===== src/core/lbt_defines.svh =====
// Constants for the backlight idle timer
//////////////////////////////////////////////////////////////////////////////
// How it works
// - Idle timeout setting 0 to 15 minutes, one-minute steps, sets backlight off time.
// - Timeout of zero disables saving; backlight stays lit.
// - When idle minutes equal timeout, only backlight turns off.
// - Only real print data commands count as activity, not status, cancel, bad data.
// - Idle counts only while no button is held.
// - Idle counts only while not in error state.
// - Idle counts only while not printing or feeding media.
// - Saving works in online, offline, hex dump; inactive in download mode.
// - Backlight relights on print data, button press, error, or print start.
// - Button press while backlight off only relights; its action is suppressed.
//////////////////////////////////////////////////////////////////////////////
`ifndef LBT_DEFINES_SVH
`define LBT_DEFINES_SVH
`define LBT_CLK_HZ 64'h0000_0000_05F5_E100
`define LBT_MINUTE_S 64'h0000_0000_0000_003C
// Kept at 64 bits: a minute of system clock does not fit in 32
`define LBT_MINUTE_CYC (`LBT_CLK_HZ * `LBT_MINUTE_S)
`define LBT_TIMEOUT_MAX 4'hF
`define LBT_TIMEOUT_OFF 4'h0
`define LBT_TIMEOUT_W 32'h4
`define LBT_BTN_W 32'h6
`endif


===== src/core/lbt_pkg.sv =====
// Types for the backlight idle timer
package lbt_pkg;
   typedef enum logic [1:0] {LBT_ONLINE, LBT_OFFLINE, LBT_HEXDUMP, LBT_DOWNLOAD} lbt_mode_e;
   typedef enum {LBT_LIT, LBT_DARK} lbt_state_e;
   // Product status sampled each cycle
   typedef struct packed {
      logic print_cmd;
      logic status_req;
      logic cancel_req;
      logic bad_data;
      logic error;
      logic printing;
      logic feeding;
      logic print_start;
      lbt_mode_e mode;
   } lbt_status_s;
endpackage


===== src/core/lbt_minute_tick.sv =====
// Minute tick generator from the system clock
`include "lbt_defines.svh"
module lbt_minute_tick #(
   parameter longint unsigned TICK_CYC = `LBT_MINUTE_CYC
) (
   // Clock and reset
   input wire logic clk_sys,
   input wire logic rst_b,
   // Control
   input wire logic clr,
   output logic tick
);
   // Counter sized from the period, since a real minute needs more than 32 bits
   localparam int CW = $clog2(TICK_CYC);
   localparam logic [CW-1:0] LAST = CW'(TICK_CYC - 64'h1);
   if (TICK_CYC < 2 || TICK_CYC > 64'h0000_0100_0000_0000) begin : g_bad_tick
      $error("TICK_CYC out of range");
   end
   typedef struct packed {
      logic [CW-1:0] cnt;
      logic tick;
   } lbt_tick_s;
   lbt_tick_s st_q, st_d;
   always_comb begin
      st_d = st_q;
      st_d.tick = 1'b0;
      if (clr) begin
         st_d.cnt = '0;
      end else if (st_q.cnt == LAST) begin
         st_d.cnt = '0;
         st_d.tick = 1'b1;
      end else begin
         st_d.cnt = st_q.cnt + CW'(1);
      end
   end
   always_ff @(posedge clk_sys or negedge rst_b) begin
      if (!rst_b) begin
         st_q <= '0;
      end else begin
         st_q <= st_d;
      end
   end
   assign tick = st_q.tick;
endmodule


===== src/core/lbt_idle_timer.sv =====
// Backlight idle timer: counts idle minutes and switches backlight
`include "lbt_defines.svh"
module lbt_idle_timer
   import lbt_pkg::*;
#(
   parameter longint unsigned MINUTE_CYC = `LBT_MINUTE_CYC,
   parameter int BTN_W = `LBT_BTN_W
) (
   // Clock and reset
   input wire logic clk_sys,
   input wire logic rst_b,
   // Configuration
   input wire logic [`LBT_TIMEOUT_W-1:0] backlight_idle_timeout,
   // Product status
   input wire lbt_pkg::lbt_status_s status,
   // Operator buttons
   input wire logic [BTN_W-1:0] btn_raw,
   output logic [BTN_W-1:0] btn_out,
   // Display
   output logic backlight_on,
   output logic [`LBT_TIMEOUT_W-1:0] idle_minutes
);
   import lbt_pkg::*;
   // Refuse sizes the counters and masks cannot serve
   if (BTN_W < 1) begin : g_bad_btn_w
      $error("BTN_W must be at least 1");
   end
   if (MINUTE_CYC < 2) begin : g_bad_minute
      $error("MINUTE_CYC must be at least 2");
   end
   //////////////////////////////////////////////////////////////////////////
   typedef struct packed {
      lbt_state_e st;
      logic [`LBT_TIMEOUT_W-1:0] idle;
      logic [BTN_W-1:0] btn_prev;
      logic [BTN_W-1:0] swallow;
      logic [BTN_W-1:0] btn_out;
      logic lit;
   } lbt_top_s;
   lbt_top_s s_q, s_d;
   logic tick;
   logic print_data;
   logic btn_any;
   logic btn_new;
   logic busy;
   logic mode_ok;
   logic enabled;
   logic quiet;
   // Only real print commands count as data
   assign print_data = status.print_cmd && !status.status_req && !status.cancel_req
                       && !status.bad_data;
   assign btn_any = |btn_raw;
   assign btn_new = |(btn_raw & ~s_q.btn_prev);
   assign busy = status.error || status.printing || status.feeding;
   assign mode_ok = (status.mode != LBT_DOWNLOAD);
   assign enabled = (backlight_idle_timeout != `LBT_TIMEOUT_OFF) && mode_ok;
   // A print start is activity too, so a relight lasts at least a full minute
   assign quiet = enabled && !print_data && !btn_any && !busy
                  && !status.print_start;
   // Tick phase restarts with any activity so a minute is a full minute
   lbt_minute_tick #(.TICK_CYC(MINUTE_CYC)) u_tick (
      .clk_sys(clk_sys),
      .rst_b(rst_b),
      .clr(!quiet),
      .tick(tick)
   );
   //////////////////////////////////////////////////////////////////////////
   always_comb begin
      s_d = s_q;
      s_d.btn_prev = btn_raw;
      if (!quiet) begin
         s_d.idle = '0;
      end else if (tick && s_q.idle != `LBT_TIMEOUT_MAX) begin
         s_d.idle = s_q.idle + 1'b1;
      end
      case (s_q.st)
         LBT_LIT: begin
            s_d.swallow = s_q.swallow & btn_raw;
            // Content is untouched; only the backlight drive drops
            if (quiet && s_q.idle == backlight_idle_timeout) begin
               s_d.st = LBT_DARK;
               s_d.lit = 1'b0;
            end
         end
         LBT_DARK: begin
            if (!enabled || print_data || btn_new || status.error
                || status.print_start || busy) begin
               s_d.st = LBT_LIT;
               s_d.lit = 1'b1;
               s_d.idle = '0;
            end
            // Held buttons stay masked until released
            s_d.swallow = btn_raw;
         end
         default: begin
            s_d.st = LBT_LIT;
            s_d.lit = 1'b1;
         end
      endcase
      s_d.btn_out = btn_raw & ~s_d.swallow;
   end
   always_ff @(posedge clk_sys or negedge rst_b) begin
      if (!rst_b) begin
         s_q <= '{st: LBT_LIT, idle: '0, btn_prev: '0, swallow: '0, btn_out: '0, lit: 1'b1};
      end else begin
         s_q <= s_d;
      end
   end
   assign backlight_on = s_q.lit;
   assign btn_out = s_q.btn_out;
   assign idle_minutes = s_q.idle;
endmodule


===== config.mk =====
export PLATFORM = sky130hd
export DESIGN_NAME = lbt_idle_timer
export DESIGN_NICKNAME = d
export VERILOG_FILES = /design/src/core/lbt_pkg.sv /design/src/core/lbt_minute_tick.sv /design/src/core/lbt_idle_timer.sv
export VERILOG_INCLUDE_DIRS = /design/src /design/src/core
export SDC_FILE = /design/constraint.sdc
export NUM_CORES = 1
export LEC_CHECK = 0
export ABC_CLOCK_PERIOD_IN_PS = 2050
export BUFFER_PORTS_ARGS = -buffer_cell sky130_fd_sc_hd__buf_2
export CORE_MARGIN = 2
export CORE_UTILIZATION = 53
export CTS_BUF_LIST = sky130_fd_sc_hd__clkbuf_16
export CTS_CLUSTER_SIZE = 30
export DETAILED_ROUTE_END_ITERATION = 10
export HOLD_SLACK_MARGIN = 0.1
export PLACE_DENSITY_LB_ADDON = 0.3
export SKIP_CTS_REPAIR_TIMING = 1
export SLEW_MARGIN = 30
export SYNTH_ARGS = -nofsm -noshare
export SYNTH_HDL_FRONTEND = slang
export SYNTH_SLANG_ARGS = --single-unit

===== constraint.sdc =====
create_clock -name clk_sys -period 2.05 [get_ports clk_sys]
set_clock_uncertainty 0.15 [all_clocks]
set_input_delay 0.205 -clock clk_sys [delete_from_list [all_inputs] [get_ports clk_sys]]
set_output_delay 0.205 -clock clk_sys [all_outputs]
set_load 0.005 [all_outputs]

==> metrics.txt, run 1 <==
status finished, violations left; violated checks setup timing; FFs w/ async S/R, synth 100%; TritonCTS Sinks 58; pin count of the biggest net entering global routing 59; Max Fclk 0.488 GHz; Synth warnings 0; P per Cell Area 792 mW/mm²; Post-Syn Nets 294; Die Ht 75.6 µm; final non-filler cell total 406; Placer Congestion 0.791; CP arrival 2110 ps; Slew HR 69.1%; Worst-path clk slew 50 ps; final worst path period need 2050 ps; Top FF cell, synth dfrtp_1; max cap viols 0; Root Buffer clkbuf_16; final wirelength 5.82 mm; Worst-Margin Slew 464 ps; initial DRC count 164; num ports 33; CTS max path bufs 2; Post-Syn Area 0.00272 mm²; fin nets 355; Routed Antenna Nets 0; Peak VDD IR 0.633 mV; GRT overflow 0; Post-Layout Inst Area 0.00353 mm²; data required time at the worst endpoint 2110 ps; DP Cell Count 381; fin worst setup slack -0.717 ps; EDFF count, synth 0; die area 0.00572 mm²; vias in the first global route 1944; CP Launch Type register; FP Rows 26; IO buf count 32; Crit Path Category reg2reg; initial core utilization 53.9%; Bufs and invs on worst path 1; critical path's slowest cell or3_4; maximum single-stage delay on the critical path 440 ps; Post-Place Setup Slack -52.2 ps; antenna violations before repair 0; RSZ-0062 raised after global routing yes; layout cells sized above 1 25.6%; register area share after synthesis 53.5%; leakage 1.57 nW; final core occ 70.0%; First-pass DRT Iterations 4; Pins Over Slew Limit 0; first-pass GRT wire length 8.41 mm; Setup violations, final 1; CTS tree yes; Hold Worst Slack 146 ps; via count 2162; antenna diode count 0; Hold Fails Final Rpt 0; CP cell instances nor4_4, nand4_1, or3_4, o21bai_4, clkbuf_16, nor2_1; Synth Register Bits 58; Post-DP Area 0.00307 mm²; Total GRT Usage 20.4%; Critical path origin u_tick.st_q[23]; setup TNS -0.717 ps; total CTS buffers 9; vias per cell 5.33; overall die width 75.6 µm; Pwr Total 2.80 mW; critical hold path startpoint backlight_idle_timeout[0]; Core ar. 0.00504 mm²; HP Class in2reg; most frequent cells in the layout dfrtp_1 (57), nor2_1 (50), buf_2 (32), xor2_1 (24), buf_4 (23); launching point of the worst reg2reg path u_tick.st_q[23]; critical-path maximum fanout 15; Cells after Synth 270; H-Tree Depth 3; Yosys cell types 35; period utilisation layout 100%; P&R area growth vs syn 29.8%; Mean Syn Cell Area 10.1 µm²; DRC 0; clk_lat worst skew 330 ps; critical path's top delay family simple AND/OR/NAND/NOR gates; Wirelength per Cell 14.3 µm; most common cell after layout, fill and taps aside dfrtp_1; post-detail-place hpwl 3.55 mm; CP Capture Type register
## layout make-up
cell class / count / area (µm²)
inverter: 9 / 33.8
multi-input combinational: 188 / 1180
sequential: 58 / 1450
clock buffer: 9 / 225
fill: 364 / 1520
clock inverter: 7 / 83.8
tap: 70 / 87.6
timing repair buffer: 65 / 468
## final timing paths
path                                   end  slack [ps]  cells after the start
setup / recovery            u_tick.st_q[7]        -0.7                      6
hold / removal                backlight_on         150                      5
setup reg to reg            u_tick.st_q[7]        -0.7                      6
hold reg to reg                 btn_out[2]         270                      1
max in group asynchronous     backlight_on        1190                      3
min in group asynchronous  u_tick.st_q[28]         250                      3
## registers in the layout, indices dropped and copies added (netlist names)
signal / cells
btn_out: 6
idle_minutes: 4
u_tick.st_q: 33
s_q: 13
backlight_on: 1
u_tick.tick: 1
## power breakdown
part	switching (mW)	internal [mW]	leakage (nW)
clock	0.499	1.05	0.148
combinational	0.0471	0.0411	0.639
sequential	0.00290	1.16	0.779
## kinds of logic after synthesis
group,after synthesis,share of synthesized area (%)
mux,1,0.368
xor+xnor,33,10.6
flops,58,53.5
buf+inv,24,5.11
compound gates,15,3.22
fa+ha+maj,2,0.921
simple gates,137,26.3
## synth_stat cells (2+ instances only)
cell	number	area, µm²
inv_1	9	33.8
nand4_1	16	100
nor4_1	4	25.0
or4_1	2	15.0
ha_1	2	25.0
nand3_1	19	95.1
or3_1	4	25.0
xnor2_1	9	78.8
nor2_1	50	188
o22ai_1	3	18.8
nor3_1	10	50.1
nor4_2	3	37.5
and3_1	5	31.3
xor2_1	24	210
a21oi_1	5	25.0
o21ai_0	4	20.0
buf_4	10	75.1
nand2_1	14	52.6
buf_2	3	15.0
and4b_1	2	20.0
dfrtp_1	57	1430
and4_1	2	17.5
## worst min-delay path, cell delays in order
cell and delay, ps:
buf_2 90, xnor2_1 60, nand4_1 90, o21ai_0 80
nand2_1 60
## routing by layer
metal | track usage, % | vias up | share of wire (%)
met1 | 25.8 | 1040 | 42
li1 | - | 1054 | -
met4 | 10.1 | 0 | 2.0
met5 | 0 | - | 0
met2 | 31.7 | 57 | 50
met3 | 6.35 | 11 | 5.2
Note: power is estimated with default switching activity, not from simulation.
==> run 2, diff against run 1 <==
--- a/config.mk
+++ b/config.mk
@@ -15,7 +15,6 @@
 export DETAILED_ROUTE_END_ITERATION = 10
 export HOLD_SLACK_MARGIN = 0.1
 export PLACE_DENSITY_LB_ADDON = 0.3
-export SKIP_CTS_REPAIR_TIMING = 1
 export SLEW_MARGIN = 30
 export SYNTH_ARGS = -nofsm -noshare
 export SYNTH_HDL_FRONTEND = slang
==> run 2 against run 1 <==
Compared with the run above: the run still ends with setup timing left; register-to-register slack got worse by 50 ps; via count rose by 1.8%; cell area is 0.28% higher; first-iteration DRC count grew 16%; hold slack better by 2.2 ps; clock power about the same; combinational power rose by 2.7%; maximum frequency is 2.1% lower; sequential power hardly changed; non-clock buffer count increased by 1.
==> metrics.txt, run 2 (synthesis results as in run 1) <==
Max Fclk 0.477 GHz; most common cell after layout, fill and taps aside dfrtp_1; Routed Antenna Nets 0; via count 2200; R2R setup slack -50 ps; Die Ht 75.6 µm; Biggest register u_tick.st_q; initial core utilization 53.9%; maximum single-stage delay on the critical path 440 ps; Wirelength per Cell 14.5 µm; TritonCTS Sinks 58; CTS tree yes; final wirelength 5.89 mm; P per Cell Area 790 mW/mm²; total CTS buffers 9; Worst-Margin Slew 474 ps; Placer Congestion 0.791; fillcell total 360; CTS max path bufs 2; setup TNS -753 ps; CP Capture Type register; Post-DP Area 0.00307 mm²; Crit Path Category reg2reg; most frequent cells in the layout dfrtp_1 (57), nor2_1 (49), buf_2 (32), xor2_1 (24), buf_4 (24); layout cells sized above 1 27.0%; pin count of the biggest net entering global routing 59; critical-path maximum fanout 15; CP Depth 6; Worst-path clk slew 50 ps; status finished, violations left; vias in the first global route 2037; H-Tree Depth 3; post-detail-place hpwl 3.55 mm; Root Buffer clkbuf_16; antenna violations before repair 0; max reg flops 33; critical path's slowest cell or3_4; initial DRC count 191; fin nets 356; Post-Place Setup Slack -52.2 ps; fin worst setup slack -45.8 ps; data required time at the worst endpoint 2110 ps; Post-Layout Inst Area 0.00354 mm²; overall die width 75.6 µm; GRT overflow 0; final worst path period need 2100 ps; Hold Fails Final Rpt 0; HP Class in2reg; Bufs and invs on worst path 1; IO buf count 32; antenna diode count 0; Peak VDD IR 0.637 mV; critical path's top delay family simple AND/OR/NAND/NOR gates; Total GRT Usage 21.4%; Hold Worst Slack 148 ps; violated checks setup timing; hold path cells 5; period utilisation layout 102%; vias per cell 5.41; First-pass DRT Iterations 4; die area 0.00572 mm²; first-pass GRT wire length 8.85 mm; Worst R2R Path Depth 6; Pins Over Slew Limit 0; num ports 33; Core ar. 0.00504 mm²; P&R area growth vs syn 30.2%; CP cell instances nor4_1, nand4_1, or3_4, o21bai_4, clkbuf_16, nor2_1; Slew HR 68.4%; clk_lat worst skew 330 ps; leakage 1.57 nW; DRC 0; CP arrival 2160 ps; max cap viols 0; FP Rows 26; CP Launch Type register; Setup violations, final 30
-- run 2: cell count changes in the layout (fill, tap and decap cells not counted) --
cell	before	now
inv_1	9	6
inv_2	0	3
buf_4	23	24
nor2_1	50	49
nor2_2	0	1
-- run 2: worst reg2reg max path, stage by stage, from the launching register on --
cell and delay (ps):
dfrtp_1 390, nor4_1 360, nand4_1 190, or3_4 440, o21bai_4 190, clkbuf_16 210, nor2_1 60
-- run 2: path summary, 6_finish.rpt --
kind | startpoint | end
setup / recovery | u_tick.st_q[20] | u_tick.st_q[20]
hold reg to reg | s_q[10] | btn_out[3]
min in group asynchronous | rst_b | u_tick.st_q[28]
setup reg to reg | u_tick.st_q[20] | u_tick.st_q[20]
hold / removal | backlight_idle_timeout[0] | backlight_on
max in group asynchronous | rst_b | backlight_on
-- run 2: where the power goes --
group	leakage (nW)	total (mW)	switching, mW	internal (mW)
logic	0.640	0.0907	0.0492	0.0415
registers	0.779	1.16	0.00297	1.16
clock network	0.148	1.54	0.496	1.05
total	1.57	2.79	0.548	2.25
-- run 2: through the flow --
| stage | std cells | utilization (%) | total power, mW |
|---|---|---|---|
| final | 407 | 70.1 | 2.79 |
| after global routing | 407 | 70.1 | 2.89 |
| after CTS | 404 | 68.5 | 2.81 |
| after detailed placement | 381 | 60.9 | 1.26 |
| after global placement | 381 | 60.9 | 1.26 |
| after floorplan | 270 | - | 1.21 |
-- run 2: layer usage --
metal	global-route usage (%)	part of all wire, %	up-vias
met4	10.9	2.5	0
met3	6.48	4.9	13
li1	-	-	1058
met2	33.9	51	68
met1	26.6	42	1061
met5	0	0	-
-- run 2: area by class of cell --
cell class / instances / area (µm²) / share of cell area (%)
Sequential cell: 58 / 1450 / 41.1
Clock inverter: 7 / 83.8 / 2.37
Tap cell: 70 / 87.6 / 2.48
Inverter: 9 / 33.8 / 0.955
Multi-Input combinational cell: 188 / 1180 / 33.3
Clock buffer: 9 / 225 / 6.37
Timing Repair Buffer: 66 / 475 / 13.4
-- run 2: repair_timing --
action | 4_1_cts | 5_1_grt
hold buffers | 7 | 0
endpoints found under the setup margin | 30 | 30
cloned | 0 | 1
setup buffers | 0 | 2
resized for setup | 1 | 11
pin swaps | 0 | 4
hold endpoints to repair | 76 | 0
==> run 3, diff against run 2 <==
--- a/config.mk
+++ b/config.mk
@@ -13,6 +13,7 @@
 export CTS_BUF_LIST = sky130_fd_sc_hd__clkbuf_16
 export CTS_CLUSTER_SIZE = 30
 export DETAILED_ROUTE_END_ITERATION = 10
+export GPL_TIMING_DRIVEN = 0
 export HOLD_SLACK_MARGIN = 0.1
 export PLACE_DENSITY_LB_ADDON = 0.3
 export SLEW_MARGIN = 30
==> run 3 against run 2 <==
Compared with the run above: the run now ends clean; non-clock buffer count shrank 12; register-to-register slack improved by 80 ps; global-route usage grew 0.46 points; combinational power is 3.4% higher; first-iteration DRC count down 23%; cell area is 3.4% lower; sequential cell count is the same; maximum frequency grew 4.1%; largest power group unchanged.
==> metrics.txt, run 3 (synthesis results as in run 1) <==
max reg flops 33; Worst R2R Path Depth 6; final wirelength 5.69 mm; fin worst setup slack 37.6 ps; GRT overflow 0; setup TNS 0 ps; Peak VDD IR 0.479 mV; most common cell after layout, fill and taps aside dfrtp_1; CP Capture Type register; P&R area growth vs syn 25.7%; Total GRT Usage 21.8%; vias in the first global route 2071; data required time at the worst endpoint 2110 ps; CTS max path bufs 2; overall die width 75.6 µm; launching point of the worst reg2reg path u_tick.st_q[21]; antenna diode count 0; DP Cell Count 372; maximum single-stage delay on the critical path 450 ps; H-Tree Depth 3; critical-path maximum fanout 10; RSZ-0062 raised after global routing yes; pin count of the biggest net entering global routing 59; most frequent cells in the layout dfrtp_1 (57), nor2_1 (50), buf_2 (31), xor2_1 (24), nand3_1 (18); Setup violations, final 0; leakage 1.53 nW; final core occ 67.8%; Critical R2R Capture u_tick.st_q[27]; initial DRC count 148; final non-filler cell total 395; Pins Over Slew Limit 0; critical hold path startpoint backlight_idle_timeout[0]; DRC 0; post-detail-place hpwl 3.55 mm; HP Class in2reg; Worst-path clk slew 50 ps; max cap viols 0; antenna violations before repair 0; die area 0.00572 mm²; critical path's slowest cell or3_4; via count 2125; final worst path period need 2010 ps; setup bufs post-CTS 0; R2R setup slack 40 ps; Biggest register u_tick.st_q; Placer Congestion 0.881; status complete, no violations; CP cell instances nor4_2, nand4_1, or3_4, o21bai_4, buf_6, nor2_1; Die Ht 75.6 µm; fin nets 344; Wirelength per Cell 14.4 µm; P per Cell Area 749 mW/mm²; CP arrival 2070 ps; hold path cells 5; IO buf count 32; Core ar. 0.00504 mm²; clk_lat worst skew 330 ps; Max Fclk 0.497 GHz; Routed Antenna Nets 0; period utilisation layout 98.2%; total CTS buffers 9; first-pass GRT wire length 9.18 mm; num ports 33; CTS tree yes; FP Rows 26; layout cells sized above 1 24.6%; Crit Path Category reg2reg; Post-Place Setup Slack -201 ps; initial core utilization 53.9%; Worst-Margin Slew 698 ps; CP Launch Type register; Slew HR 53.5%; Root Buffer clkbuf_16; Pwr Total 2.56 mW; vias per cell 5.38; First-pass DRT Iterations 4; TritonCTS Sinks 58; hold endpoint backlight_on; Hold Fails Final Rpt 0
-- run 3: cell count changes in the layout (fill, tap and decap cells not counted), sizes merged --
cell	before	now
buf	58	46
inv	9	10
clkinvlp	1	2
bufinv	2	0
-- run 3: routing by layer --
| metal | part of all wire, % | global-route usage (%) | wire, µm |
|---|---|---|---|
| met4 | 2.1 | 9.75 | 120 |
| met3 | 3.5 | 6.22 | 199 |
| met5 | 0 | 0 | 0 |
| met2 | 51 | 35.7 | 2890 |
| met1 | 44 | 27.2 | 2480 |
-- run 3: worst max path at each step --
stage                         start         endpoint  slack, ps
floorplan           u_tick.st_q[19]  u_tick.st_q[23]        160
global placement    u_tick.st_q[19]  u_tick.st_q[33]       -210
detailed placement  u_tick.st_q[19]  u_tick.st_q[33]       -200
CTS                  u_tick.st_q[1]  u_tick.st_q[31]         -3
global route        u_tick.st_q[28]  u_tick.st_q[31]        -50
finish              u_tick.st_q[21]  u_tick.st_q[27]         40
-- run 3: layout make-up --
type,count,area [µm²]
Fill cell,389,1630
Sequential cell,58,1450
Multi-Input combinational cell,188,1220
Timing Repair Buffer,39,233
Clock buffer,9,225
Buffer,15,124
Tap cell,70,87.6
Clock inverter,7,37.5
Inverter,9,33.8
-- run 3: through the flow --
| step | hold WS, ps | area (µm²) |
|---|---|---|
| after floorplan | -241 | 2720 |
| after global placement | 176 | 2970 |
| after detailed placement | 153 | 2970 |
| after CTS | 147 | 3380 |
| after global routing | 173 | 3420 |
| final | 137 | 3420 |
-- run 3: worst max-delay path, delay by kind of cell, from the launching register on --
| kind | cells | cell delay, ps |
|---|---|---|
| AOI/OAI and AO/OA | 1 | 200 |
| and+or+nand+nor | 4 | 940 |
| DFF | 1 | 440 |
| buffers and inverters | 1 | 170 |
-- run 3: report_power, final --
part	internal, mW	total (mW)	leakage [nW]	switching [mW]
sequential	1.16	1.16	0.779	0.00343
clock	0.799	1.30	0.130	0.503
combinational	0.0449	0.0938	0.619	0.0489
total	2.00	2.56	1.53	0.555
-- run 3: what timing repair did --
action,CTS,global route
endpoints found under the setup margin,30,31
resized for setup,15,8
pin swaps,1,5
endpoints found under the hold margin,75,0
hold buffers,7,0
